<file path="src/hw/sts_consts.svh">
`ifndef STS_CONSTS_SVH
`define STS_CONSTS_SVH
// clock rate and times
`define STS_CLK_HZ 25000000
`define STS_SC_TIME_US 4000
`define STS_SC_CYCLES ((`STS_CLK_HZ / 1000000) * `STS_SC_TIME_US)
`define STS_COOL_TIME_US 1000000
`define STS_COOL_CYCLES ((`STS_CLK_HZ / 1000000) * `STS_COOL_TIME_US)
`define STS_COOL_EXT_MULT 64
// counts
`define STS_UV_FS_COUNT 3'h4
`define STS_TSD_SAFE_COUNT 5'h10
// overvoltage mode codes
`define STS_OV_MODE_FAILSAFE 2'h3
// device status field values after thermal shutdown and after reset
`define STS_DEV_STATE_TSD 2'h1
`define STS_DEV_STATE_RESET 2'h0
`endif

</file>
<file path="src/hw/sts_pkg.sv">
package sts_pkg;
  // operating modes, one-hot
  typedef enum logic [5:0] {
    STS_INIT = 6'h01,
    STS_NORMAL = 6'h02,
    STS_STOP = 6'h04,
    STS_SLEEP = 6'h08,
    STS_RESTART = 6'h10,
    STS_FAILSAFE = 6'h20
  } sts_mode_type;
endpackage

</file>
<file path="src/hw/sts_flag_if.sv">
`timescale 1ns/1ps
// set/clear/hold/state bundle for one sticky flag
interface sts_flag_if;
  logic set; // hardware event
  logic clr; // software clear
  logic hold; // clear blocked while condition stands
  logic q; // flag state
  modport owner(input set, input clr, input hold, output q);
  modport user(output set, output clr, output hold, input q);
endinterface

</file>
<file path="src/hw/sts_supervisor.sv">
`timescale 1ns/1ps
`include "sts_consts.svh"
// Contract
// - prewarn comparator sets prewarn flag only
// - undervoltage pulls reset low, restart, flag
// - hysteresis bit: release uses highest rising threshold
// - count each consecutive undervoltage event
// - counter active in init, normal, stop
// - normal mode: battery low stops counter
// - fourth event: fail-safe, set failsafe flag
// - counter cleared: fail-safe, flag clear, soft reset
// - sleep mode sets no supply flags
// - overvoltage sets flag, mode event, 11 fail-safe
// - short detection only with battery above threshold
// - no rise in time: short response, fail-safe
// - low too long: same short response
// - pump overtemp while on: off, block flag
// - pump overtemp: flag, disable, discharge, then off
// - prewarn temperature flag, clear when cool
// - thermal shutdown: fail-safe, cool-down, restart, normal
// - shutdown flag clear in normal when cool
// - count shutdowns, 16 sets safe flag
// - extended cool-down 64x until safe flag cleared
// - shutdown sets flag_a flag and state 01
module sts_supervisor #(
  parameter int unsigned SC_CYCLES = `STS_SC_CYCLES, // short-circuit time
  parameter int unsigned COOL_CYCLES = `STS_COOL_CYCLES // cool-down time
) (
  input wire logic ref_clk,
  input wire logic reset,
  // analog comparators (asynchronous)
  input wire logic cmp_prewarn_low, // output below prewarning level
  input wire logic cmp_below_fall, // output below configured falling threshold
  input wire logic cmp_above_rise_sel, // output above configured rising threshold
  input wire logic cmp_above_rise_high, // output above highest rising threshold
  input wire logic cmp_overvolt, // output above overvoltage threshold
  input wire logic cmp_batt_uv, // battery below undervoltage threshold
  input wire logic cmp_pump_hot, // pump at shutdown temperature
  input wire logic cmp_temp_prewarn, // regulator at prewarning temperature
  input wire logic cmp_temp_shutdown, // device at shutdown temperature
  // control from software / mode logic
  input wire logic reset_hysteresis_sel,
  input wire logic [1:0] overvolt_event_mode,
  input wire logic cooldown_extend_enable,
  input wire logic pump_enable_wr, // pulse: software writes pump enable one
  input wire logic xcross_done, // all active cross-current times elapsed
  input wire logic soft_reset, // pulse
  input wire logic wake_up, // pulse: wake from sleep or fail-safe
  input wire logic sleep_req, // pulse: enter sleep
  input wire logic stop_req, // pulse: enter stop from normal
  input wire logic normal_req, // pulse: enter normal from init/stop
  // clear pulses from software
  input wire logic clr_supply_prewarn,
  input wire logic clr_supply_undervolt,
  input wire logic clr_undervolt_failsafe,
  input wire logic clr_supply_overvolt,
  input wire logic clr_supply_short,
  input wire logic clr_block_tsd,
  input wire logic clr_pump_overtemp,
  input wire logic clr_thermal_prewarn,
  input wire logic clr_device_tsd,
  input wire logic clr_thermal_safe,
  input wire logic clr_flag_a,
  // outputs
  output logic reset_output_n,
  output logic regulator_en,
  output logic fail_output_pin,
  output logic pump_enable,
  output logic pump_discharge,
  output logic pump_csa_en,
  output logic [1:0] overvolt_event, // event type pulse, per mode field
  output sts_pkg::sts_mode_type mode,
  output logic [1:0] device_state_field,
  output logic [2:0] uv_count,
  output logic [4:0] tsd_count,
  output logic supply_prewarn_flag,
  output logic supply_undervolt_flag,
  output logic undervolt_failsafe_flag,
  output logic supply_overvolt_flag,
  output logic supply_short_flag,
  output logic flag_a,
  output logic block_thermal_shutdown_flag,
  output logic pump_overtemp_flag,
  output logic thermal_prewarn_flag,
  output logic device_thermal_shutdown_flag,
  output logic thermal_safe_flag
);
  ////////////////////////////////////////////////////////////////////////////
  // input synchronisers: comparators are outside the clock domain
  localparam int NS = 9;
  logic [NS-1:0] sync1; // first stage, read only by sync2
  logic [NS-1:0] sync2; // stable copies
  always_ff @(posedge ref_clk) begin
    if (reset) begin
      sync1 <= '0;
      sync2 <= '0;
    end else begin
      sync1 <= {cmp_prewarn_low, cmp_below_fall, cmp_above_rise_sel, cmp_above_rise_high,
                cmp_overvolt, cmp_batt_uv, cmp_pump_hot, cmp_temp_prewarn,
                cmp_temp_shutdown};
      sync2 <= sync1;
    end
  end
  logic s_prewarn, s_fall, s_rise_sel, s_rise_high, s_ov, s_batt_uv, s_pump_hot, s_tpw, s_tsd;
  assign {s_prewarn, s_fall, s_rise_sel, s_rise_high, s_ov, s_batt_uv, s_pump_hot, s_tpw,
          s_tsd} = sync2;

  ////////////////////////////////////////////////////////////////////////////
  // edge history for event detection
  logic ov_d; // previous overvoltage level
  logic tsd_d; // previous shutdown level
  logic pump_hot_d; // previous pump temperature level
  always_ff @(posedge ref_clk) begin
    if (reset) begin
      ov_d <= 1'b0;
      tsd_d <= 1'b0;
      pump_hot_d <= 1'b0;
    end else begin
      ov_d <= s_ov;
      tsd_d <= s_tsd;
      pump_hot_d <= s_pump_hot;
    end
  end
  logic tsd_event; // rising edge of device overtemperature
  assign tsd_event = s_tsd && !tsd_d;

  ////////////////////////////////////////////////////////////////////////////
  // undervoltage reset: falling threshold asserts, rising threshold releases
  logic uv_active; // reset held because of undervoltage
  logic release_ok; // output back above the release threshold
  logic uv_start; // a new undervoltage event this cycle
  logic uv_release; // reset released this cycle
  logic sleeping; // regulator off in sleep or after short
  assign sleeping = (mode == sts_pkg::STS_SLEEP) || !regulator_en;
  // release threshold chosen by hysteresis bit
  assign release_ok = reset_hysteresis_sel ? s_rise_high : s_rise_sel;
  assign uv_start = !uv_active && s_fall && !sleeping;
  assign uv_release = uv_active && release_ok;
  always_ff @(posedge ref_clk) begin
    if (reset) begin
      uv_active <= 1'b0;
    end else if (sleeping) begin
      uv_active <= 1'b0;
    end else if (uv_start) begin
      uv_active <= 1'b1;
    end else if (uv_release) begin
      uv_active <= 1'b0;
    end
  end

  ////////////////////////////////////////////////////////////////////////////
  // consecutive undervoltage counter
  logic uv_cnt_run; // counter may advance in this mode
  logic uv_fs_hit; // fourth consecutive event
  assign uv_cnt_run = ((mode == sts_pkg::STS_INIT) || (mode == sts_pkg::STS_STOP) ||
                       (mode == sts_pkg::STS_NORMAL)) &&
                      !((mode == sts_pkg::STS_NORMAL) && s_batt_uv);
  assign uv_fs_hit = uv_start && uv_cnt_run && (uv_count == `STS_UV_FS_COUNT - 3'h1);
  // restart and sleep neither advance nor reset the count
  always_ff @(posedge ref_clk) begin
    if (reset) begin
      uv_count <= 3'h0;
    end else if (uv_fs_hit || (mode == sts_pkg::STS_FAILSAFE) || soft_reset ||
                 (clr_supply_undervolt && !uv_release)) begin
      uv_count <= 3'h0;
    end else if (uv_start && uv_cnt_run) begin
      uv_count <= uv_count + 3'h1;
    end
  end

  ////////////////////////////////////////////////////////////////////////////
  // short-circuit timer: output must exceed threshold in time
  logic [$clog2(SC_CYCLES+1)-1:0] sc_cnt; // cycles spent below threshold
  logic sc_fault; // timer expired
  logic sc_enable; // detection allowed
  assign sc_enable = regulator_en && !s_batt_uv;
  assign sc_fault = sc_enable && (sc_cnt == ($clog2(SC_CYCLES+1))'(SC_CYCLES));
  // one timer covers start-up and later dips: both mean "below threshold"
  always_ff @(posedge ref_clk) begin
    if (reset) begin
      sc_cnt <= '0;
    end else if (!sc_enable || (release_ok && !s_fall)) begin
      sc_cnt <= '0;
    end else if (!sc_fault) begin
      sc_cnt <= sc_cnt + 1'b1;
    end
  end

  ////////////////////////////////////////////////////////////////////////////
  // cool-down timer after device thermal shutdown
  localparam int unsigned COOL_W = $clog2(COOL_CYCLES * `STS_COOL_EXT_MULT + 1);
  logic [COOL_W-1:0] cool_cnt; // cycles cooled so far
  logic [COOL_W-1:0] cool_len; // wait length, normal or extended
  logic cool_done; // cool-down finished
  assign cool_len = thermal_safe_flag ? COOL_W'(COOL_CYCLES * `STS_COOL_EXT_MULT) :
                                        COOL_W'(COOL_CYCLES);
  assign cool_done = (cool_cnt >= cool_len);
  // counting only while cool and while held in fail-safe for thermal reasons
  logic tsd_hold; // fail-safe entered by thermal shutdown
  always_ff @(posedge ref_clk) begin
    if (reset || s_tsd || !tsd_hold) begin
      cool_cnt <= '0;
    end else if (!cool_done) begin
      cool_cnt <= cool_cnt + 1'b1;
    end
  end

  ////////////////////////////////////////////////////////////////////////////
  // mode machine
  logic ov_fs; // overvoltage fail-safe request
  logic go_failsafe; // any fail-safe cause
  assign ov_fs = s_ov && !ov_d && regulator_en &&
                 (overvolt_event_mode == `STS_OV_MODE_FAILSAFE);
  assign go_failsafe = tsd_event || sc_fault || uv_fs_hit || ov_fs;
  // thermal shutdown wins even during sleep entry
  always_ff @(posedge ref_clk) begin
    if (reset) begin
      mode <= sts_pkg::STS_INIT;
      tsd_hold <= 1'b0;
    end else if (go_failsafe) begin
      mode <= sts_pkg::STS_FAILSAFE;
      tsd_hold <= tsd_event || tsd_hold;
    end else begin
      case (mode)
        sts_pkg::STS_INIT: begin
          if (uv_release) mode <= sts_pkg::STS_RESTART;
          else if (normal_req) mode <= sts_pkg::STS_NORMAL;
          else if (sleep_req) mode <= sts_pkg::STS_SLEEP;
        end
        sts_pkg::STS_NORMAL: begin
          if (uv_release) mode <= sts_pkg::STS_RESTART;
          else if (sleep_req) mode <= sts_pkg::STS_SLEEP;
          else if (stop_req) mode <= sts_pkg::STS_STOP;
        end
        sts_pkg::STS_STOP: begin
          if (uv_release) mode <= sts_pkg::STS_RESTART;
          else if (normal_req) mode <= sts_pkg::STS_NORMAL;
          else if (sleep_req) mode <= sts_pkg::STS_SLEEP;
        end
        sts_pkg::STS_SLEEP: begin
          if (wake_up) mode <= sts_pkg::STS_RESTART;
        end
        sts_pkg::STS_RESTART: begin
          if (!uv_active) mode <= sts_pkg::STS_NORMAL;
        end
        sts_pkg::STS_FAILSAFE: begin
          if (tsd_hold && cool_done) begin
            mode <= sts_pkg::STS_RESTART;
            tsd_hold <= 1'b0;
          end else if (!tsd_hold && wake_up) begin
            mode <= sts_pkg::STS_RESTART;
          end
        end
        default: mode <= sts_pkg::STS_INIT;
      endcase
    end
  end

  ////////////////////////////////////////////////////////////////////////////
  // regulator enable and fail output
  always_ff @(posedge ref_clk) begin
    if (reset) begin
      regulator_en <= 1'b1;
      fail_output_pin <= 1'b0;
    end else if (sc_fault) begin
      regulator_en <= 1'b0;
      fail_output_pin <= 1'b1;
    end else if (sleep_req && mode != sts_pkg::STS_FAILSAFE && !go_failsafe) begin
      regulator_en <= 1'b0; // sleep turns the output off
    end else if (wake_up) begin
      regulator_en <= 1'b1; // only a wake restores the output
      fail_output_pin <= 1'b0;
    end
  end

  // reset pin low while undervoltage reset holds
  always_ff @(posedge ref_clk) begin
    if (reset) begin
      reset_output_n <= 1'b0;
    end else begin
      reset_output_n <= !(uv_active || uv_start) && regulator_en;
    end
  end

  ////////////////////////////////////////////////////////////////////////////
  // overvoltage event output: one-cycle pulse of the chosen type
  always_ff @(posedge ref_clk) begin
    if (reset) begin
      overvolt_event <= 2'h0;
    end else if (s_ov && !ov_d && regulator_en) begin
      overvolt_event <= overvolt_event_mode;
    end else begin
      overvolt_event <= 2'h0;
    end
  end

  ////////////////////////////////////////////////////////////////////////////
  // charge pump overtemperature sequence
  logic pump_hot_evt; // pump crosses shutdown temperature while on
  assign pump_hot_evt = s_pump_hot && !pump_hot_d && (pump_enable || pump_discharge);
  always_ff @(posedge ref_clk) begin
    if (reset) begin
      pump_enable <= 1'b0;
      pump_discharge <= 1'b0;
      pump_csa_en <= 1'b0;
    end else if (pump_hot_evt) begin
      pump_enable <= 1'b0;
      pump_discharge <= 1'b1;
    end else if (pump_discharge && xcross_done) begin
      pump_discharge <= 1'b0;
      pump_csa_en <= 1'b0;
    end else if (pump_enable_wr && !s_pump_hot) begin
      pump_enable <= 1'b1; // software must rewrite after cooling
      pump_csa_en <= 1'b1;
    end
  end

  ////////////////////////////////////////////////////////////////////////////
  // thermal shutdown event counter
  always_ff @(posedge ref_clk) begin
    if (reset || !cooldown_extend_enable || !device_thermal_shutdown_flag && !tsd_event) begin
      tsd_count <= 5'h0;
    end else if (tsd_event && tsd_count != `STS_TSD_SAFE_COUNT) begin
      tsd_count <= tsd_count + 5'h1;
    end
  end

  // device state field
  always_ff @(posedge ref_clk) begin
    if (reset) begin
      device_state_field <= `STS_DEV_STATE_RESET;
    end else if (tsd_event) begin
      device_state_field <= `STS_DEV_STATE_TSD;
    end
  end

  ////////////////////////////////////////////////////////////////////////////
  // sticky flags, all set-wins; software clears are pulses
  localparam int NF = 11;
  sts_flag_if fl[NF] ();
  logic [NF-1:0] f_set;
  logic [NF-1:0] f_clr;
  logic [NF-1:0] f_hold;
  logic [NF-1:0] f_q;
  assign f_set = {
    !sleeping && s_prewarn,
    uv_release && !sleeping,
    uv_fs_hit,
    s_ov && !ov_d && regulator_en,
    sc_fault,
    sc_fault || tsd_event,
    pump_hot_evt,
    pump_hot_evt,
    s_tpw,
    tsd_event,
    cooldown_extend_enable && tsd_event && (tsd_count == `STS_TSD_SAFE_COUNT - 5'h1)
  };
  assign f_clr = {clr_supply_prewarn, clr_supply_undervolt, clr_undervolt_failsafe,
                  clr_supply_overvolt, clr_supply_short, clr_flag_a, clr_block_tsd,
                  clr_pump_overtemp, clr_thermal_prewarn, clr_device_tsd, clr_thermal_safe};
  assign f_hold = {6'h00, s_pump_hot, s_pump_hot, s_tpw,
                   s_tsd || (mode != sts_pkg::STS_NORMAL), 1'b0};
  for (genvar i = 0; i < NF; i++) begin : g_flag
    assign fl[i].set = f_set[i];
    assign fl[i].clr = f_clr[i];
    assign fl[i].hold = f_hold[i];
    assign f_q[i] = fl[i].q;
    sts_flag u_flag (.ref_clk(ref_clk), .reset(reset), .f(fl[i]));
  end
  assign {supply_prewarn_flag, supply_undervolt_flag, undervolt_failsafe_flag,
          supply_overvolt_flag, supply_short_flag, flag_a, block_thermal_shutdown_flag,
          pump_overtemp_flag, thermal_prewarn_flag, device_thermal_shutdown_flag,
          thermal_safe_flag} = f_q;

  ////////////////////////////////////////////////////////////////////////////
  // assertions
  a_uv_reset_low: assert property (@(posedge ref_clk) disable iff (reset)
    uv_start |=> !reset_output_n) else $error("reset output not low on undervoltage");
  a_uv_fs_entry: assert property (@(posedge ref_clk) disable iff (reset)
    uv_fs_hit |=> (mode == sts_pkg::STS_FAILSAFE) && undervolt_failsafe_flag)
    else $error("fourth undervoltage did not reach fail-safe");
  a_uv_cnt_clear: assert property (@(posedge ref_clk) disable iff (reset)
    (soft_reset && !uv_start) |=> uv_count == 3'h0) else $error("counter not cleared");
  a_uv_cnt_stop: assert property (@(posedge ref_clk) disable iff (reset)
    (mode == sts_pkg::STS_NORMAL && s_batt_uv && !soft_reset && !clr_supply_undervolt)
    |=> $stable(uv_count)) else $error("counter ran with battery low");
  a_uv_cnt_idle: assert property (@(posedge ref_clk) disable iff (reset)
    ((mode == sts_pkg::STS_RESTART || mode == sts_pkg::STS_SLEEP) && !soft_reset &&
    !clr_supply_undervolt) |=> $stable(uv_count)) else $error("counter ran outside its modes");
  a_sleep_no_flag: assert property (@(posedge ref_clk) disable iff (reset)
    (sleeping && !supply_prewarn_flag) |=> !supply_prewarn_flag)
    else $error("prewarn set in sleep");
  a_ov_mode_fs: assert property (@(posedge ref_clk) disable iff (reset)
    ov_fs |=> supply_overvolt_flag && (mode == sts_pkg::STS_FAILSAFE))
    else $error("overvoltage mode 11 missed fail-safe");
  a_sc_response: assert property (@(posedge ref_clk) disable iff (reset)
    sc_fault |=> !regulator_en && fail_output_pin && supply_short_flag && flag_a)
    else $error("short response incomplete");
  a_pump_off: assert property (@(posedge ref_clk) disable iff (reset)
    pump_hot_evt |=> !pump_enable && pump_discharge && pump_overtemp_flag)
    else $error("pump not shut down");
  a_tsd_state: assert property (@(posedge ref_clk) disable iff (reset)
    tsd_event |=> flag_a && device_state_field == 2'h1 && mode == sts_pkg::STS_FAILSAFE)
    else $error("thermal shutdown response wrong");
  a_tsd_clr_hold: assert property (@(posedge ref_clk) disable iff (reset)
    (device_thermal_shutdown_flag && mode != sts_pkg::STS_NORMAL) |=>
    device_thermal_shutdown_flag) else $error("shutdown flag cleared outside normal");
  c_uv_restart: cover property (@(posedge ref_clk) uv_release ##1 mode == sts_pkg::STS_RESTART);
  c_uv_fs: cover property (@(posedge ref_clk) uv_fs_hit);
  c_sc: cover property (@(posedge ref_clk) sc_fault);
  c_tsd_safe: cover property (@(posedge ref_clk) $rose(thermal_safe_flag));
endmodule

</file>
<file path="src/hw/sts_flag.sv">
`timescale 1ns/1ps
// one sticky status flag: set wins over clear
module sts_flag (
  input wire logic ref_clk,
  input wire logic reset,
  sts_flag_if.owner f
);
  // clear only when no set this cycle and the condition is gone
  always_ff @(posedge ref_clk) begin
    if (reset) begin
      f.q <= 1'b0;
    end else if (f.set) begin
      f.q <= 1'b1;
    end else if (f.clr && !f.hold) begin
      f.q <= 1'b0;
    end
  end
endmodule

</file>
<file path="config.mk">
export PLATFORM = sky130hd
export DESIGN_NAME = sts_supervisor
export DESIGN_NICKNAME = d
export VERILOG_FILES = /design/src/hw/sts_pkg.sv /design/src/hw/sts_flag_if.sv /design/src/hw/sts_supervisor.sv /design/src/hw/sts_flag.sv
export VERILOG_INCLUDE_DIRS = /design/src /design/src/hw
export SDC_FILE = /design/constraint.sdc
export NUM_CORES = 1
export LEC_CHECK = 0
export BUFFER_PORTS_ARGS = -buffer_cell sky130_fd_sc_hd__buf_4
export CAP_MARGIN = 20
export CELL_PAD_IN_SITES_DETAIL_PLACEMENT = 2
export CELL_PAD_IN_SITES_GLOBAL_PLACEMENT = 2
export CORE_AREA = 2 2 100 174
export DETAILED_ROUTE_END_ITERATION = 7
export DIE_AREA = 0 0 102 176
export GPL_TIMING_DRIVEN = 0
export MAX_ROUTING_LAYER = met4
export PLACE_DENSITY_LB_ADDON = 0.08
export SLEW_MARGIN = 25
export SYNTH_ARGS = -nofsm -noshare
export SYNTH_HDL_FRONTEND = slang
export SYNTH_SLANG_ARGS = --single-unit
</file>
<file path="constraint.sdc">
create_clock -name ref_clk -period 2.5 [get_ports ref_clk]
set_input_delay 0.5 -clock ref_clk [delete_from_list [all_inputs] [get_ports ref_clk]]
set_output_delay 0.5 -clock ref_clk [all_outputs]
set_load 0.005 [all_outputs]
</file>
==> impl_results.md <==
- Met2 wirelength from detailed routing: between 10000 and 15000 um
- Most common cell in the synthesized netlist: dfxtp_1
- Mapped Area: 0.00503 mm^2
- Initial antenna violation count: 0
- Post-synth top cells: dfxtp_1 (105), nor2_1 (57), nand2_1 (43)
- Clock Pin Slew Worst Setup and Hold Paths: roughly 0.080 ns
- CP Launch Point: g_flag[0].u_flag.f.q
- Min Tclk post-route: 2.61 ns
- Worst path slowest cell: a32oi_4
- Outcome: finished, violations left
- Crit path max fanout: 8
- Wire length on met3: about 510 um
- Synth Flop Type: dfxtp_1
- TritonCTS Buffers: 9
- Max cap viols: 0
- First-pass DRT Iterations: 4
- Remaining Overflow, GRT: 0
- Startpoint Class: register
- ANT cells: 0
- Die Ht: around 180 um
- Mapped Cells: about 580
- Tightest Pin Transition: about 0.71 ns
- Reg-to-reg startpoint: g_flag[0].u_flag.f.q
- P&R area growth vs syn: 31.5%
- Hold buffer count at CTS: 0
- Die area: 0.0180 mm^2
- Die X: between 100 and 150 um
- DRC viols: 0
- IR drop worst, VDD: 0.326 mV
- CTS tree: done
- Top cell type by total area after synthesis: dfxtp_1
- Final period util: 104%
- Data arrival, critical path: between 2 and 3 ns
- Fmax achieved: 383 MHz
- Fin area: 0.00661 mm^2
- Distinct cell type count after synthesis: 69
- Max Root-Sink Buffers: 2
- CORE AREA: roughly 0.016 mm^2
- Max incr delay on CP: approximately 0.38 ns
- Share of cells above drive strength 1: roughly a quarter
- Max_slew headroom: between 50% and 60%
- First-pass GRT wire length: approximately 28000 um
- Worst setup margin: -0.111 ns
- Largest net degree at the start of global routing: 17
- R2R setup slack: -0.11 ns
- H-tree Lvls: 3
- Failing checks: negative setup slack
- Syn Nets: ~630
- Dominant cells by area after synthesis: dfxtp_1 (42%), ha_1 (5.2%), nor2_1 (4.3%), a21oi_1 (4.2%), nand2_1 (3.2%)
- Via density: about 5.3
- RSZ-0062 raised after global routing: yes
- DP Wirelength: between 10000 and 15000 um
- Drt wl/cell: 19.7 um
- Placed cell area: just under 0.006 mm^2
- Worst Path Required: around 2.7 ns
- Antenna viol nets, final: 0
- Clock Skew: between 0.01 and 0.015 ns
- 1st-iter DRT viols: 96
- GRT Overall Usage: 21.0%
- Clk_lat worst skew: 0.36 ns
- Endpoints failing hold: 0
- Initial core utilization: around 30%
- Crit-path most repeated cell: buf_12
- Number of global-route vias before repair: ~5300
- Top-Level Pins: 68
- Vias: 4737
- Worst path cell trace: clkinvlp_4, buf_12, ha_1, nand4b_1, nor3_2, a21oi_2, a32oi_4, buf_8, buf_12, mux2i_1, nor2_1
- Hold Crit Class: in -> reg
- Highest metal used: met4
- Final wirelength: roughly 18000 um
- Worst Min Path Start: cmp_pump_hot
- Path type of the worst setup path: reg -> reg
- Port-buffer cells: between 60 and 70
- Nets: 726
- LEAKAGE: between 2 and 2.5 nW
- M1 wire length: 6600 um
- Sink Count: between 100 and 150
- P per Cell Area: 531 mW/mm^2
- Seq cells post-synth: 105
- Slew Limit Fails: 0
- Sequential share of the synthesized area: 41.8%
- Top cell type's share of synthesized area: 41.8%
- Root Driver: clkbuf_16
- Row cnt: 62
- CP Capture Type: register
- FFs w/ async S/R, synth: 0%
- Syn Area/Cell: ~8.7 um^2
- EDFF count, synth: 0
- Fin util: roughly two fifths
- Final setup viols: 27
- RePlAce Congestion: around 0.83
- Synthesis Warnings: 0
==> layer usage <==
| metal | global-route usage (%) | up-vias |
|---|---|---|
| met1 | 21.1 | 2359 |
| met4 | 8.89 | 0 |
| met3 | 3.25 | 25 |
| li1 | - | 2270 |
| met5 | - | - |
| met2 | 39.2 | 83 |
==> sequential cells by signal, summed over array words and instances (netlist names), 2 cells and up <==
signal,cells
sync1,9
sync2,9
tsd_count,5
overvolt_event,2
uv_count,3
mode,6
g_flag.u_flag.f.q,11
sc_cnt,17
cool_cnt,31
==> cells by family after synthesis <==
group / after synthesis / synth area share [%]
other cells: 1 / 0.0746
buf+inv: 45 / 3.81
compound gates: 119 / 15.4
xor+xnor: 23 / 4.01
simple gates: 258 / 28.7
flops: 105 / 41.8
mux: 5 / 1.02
fa+ha+maj: 21 / 5.22
==> power breakdown <==
part	leakage (nW)	switching (mW)	total (mW)	internal (mW)
registers	0.854	0.0453	1.76	1.71
logic	1.45	0.169	0.320	0.151
clock network	0.146	0.672	1.44	0.764
total	2.45	0.886	3.51	2.63
==> worst max-delay path: cells and delay by family (launching register included) <==
kind                     cells  cell delay [ns]
AO/OA/AOI/OAI                2             0.52
adder cells (fa/ha/maj)      1             0.32
buffers and inverters        4             0.58
flip-flops                   1             0.37
multiplexers                 1             0.19
AND/OR/NAND/NOR              3             0.49
==> cell usage in the layout, fill, tap and decap left out, drive strengths merged, types with 4 or more instances in the layout <==
cell	netlist	routed
dfxtp	105	105
buf	10	94
nor2	57	57
nand2	43	43
a21oi	43	43
clkbuf	13	26
o21ai	26	26
nor2b	24	24
or3	23	23
inv	22	22
ha	21	21
nand3	19	19
or4	17	17
xor2	15	15
nand4	15	15
o211ai	10	10
nand2b	9	9
and2	9	9
and3	8	8
xnor2	8	8
a211oi	6	6
and4	5	5
nor4	5	5
nor3	5	5
mux2i	4	4
nand4b	4	4
nor3b	4	4
o31ai	4	4
a32oi	4	4
==> per-stage QoR <==
stage          hold WS, ns  worst slack [ns]  power [mW]  instances  setup TNS [ns]
2_1_floorplan        0.399            0.0319        1.96        577               0
3_3_place_gp         0.413            -0.684        2.10        866          -19.33
3_5_place_dp         0.420            -0.780        2.11        866          -23.09
4_1_cts              0.349           -0.0795        3.57        899          -0.541
5_1_grt              0.348            -0.186        3.67        901           -4.61
6_report             0.356            -0.111        3.51        901           -1.38
==> area by class of cell <==
type / instances / area (um^2)
flip-flops and latches: 105 / 2110
fillers: 1882 / 9830
clock inverters: 3 / 22.5
well taps: 224 / 280
inverters: 22 / 86.3
multi-input cells: 427 / 2970
repair buffers: 84 / 723
plain buffers: 23 / 156
clock buffers: 13 / 270
==> final timing paths <==
kind	depth (start not counted)	to
min reg2reg	1	overvolt_event[1]
min	2	sync1[2]
max	11	cool_cnt[1]
max reg2reg	11	cool_cnt[1]
==> what timing repair did <==
| action | in CTS | in global routing |
|---|---|---|
| pin swaps | 47 | 28 |
| cloned | 1 | 1 |
| resized for setup | 38 | 38 |
| endpoints found under the setup margin | 37 | 36 |
| setup buffers | 16 | 1 |
Note: power is estimated with default switching activity, not from simulation.
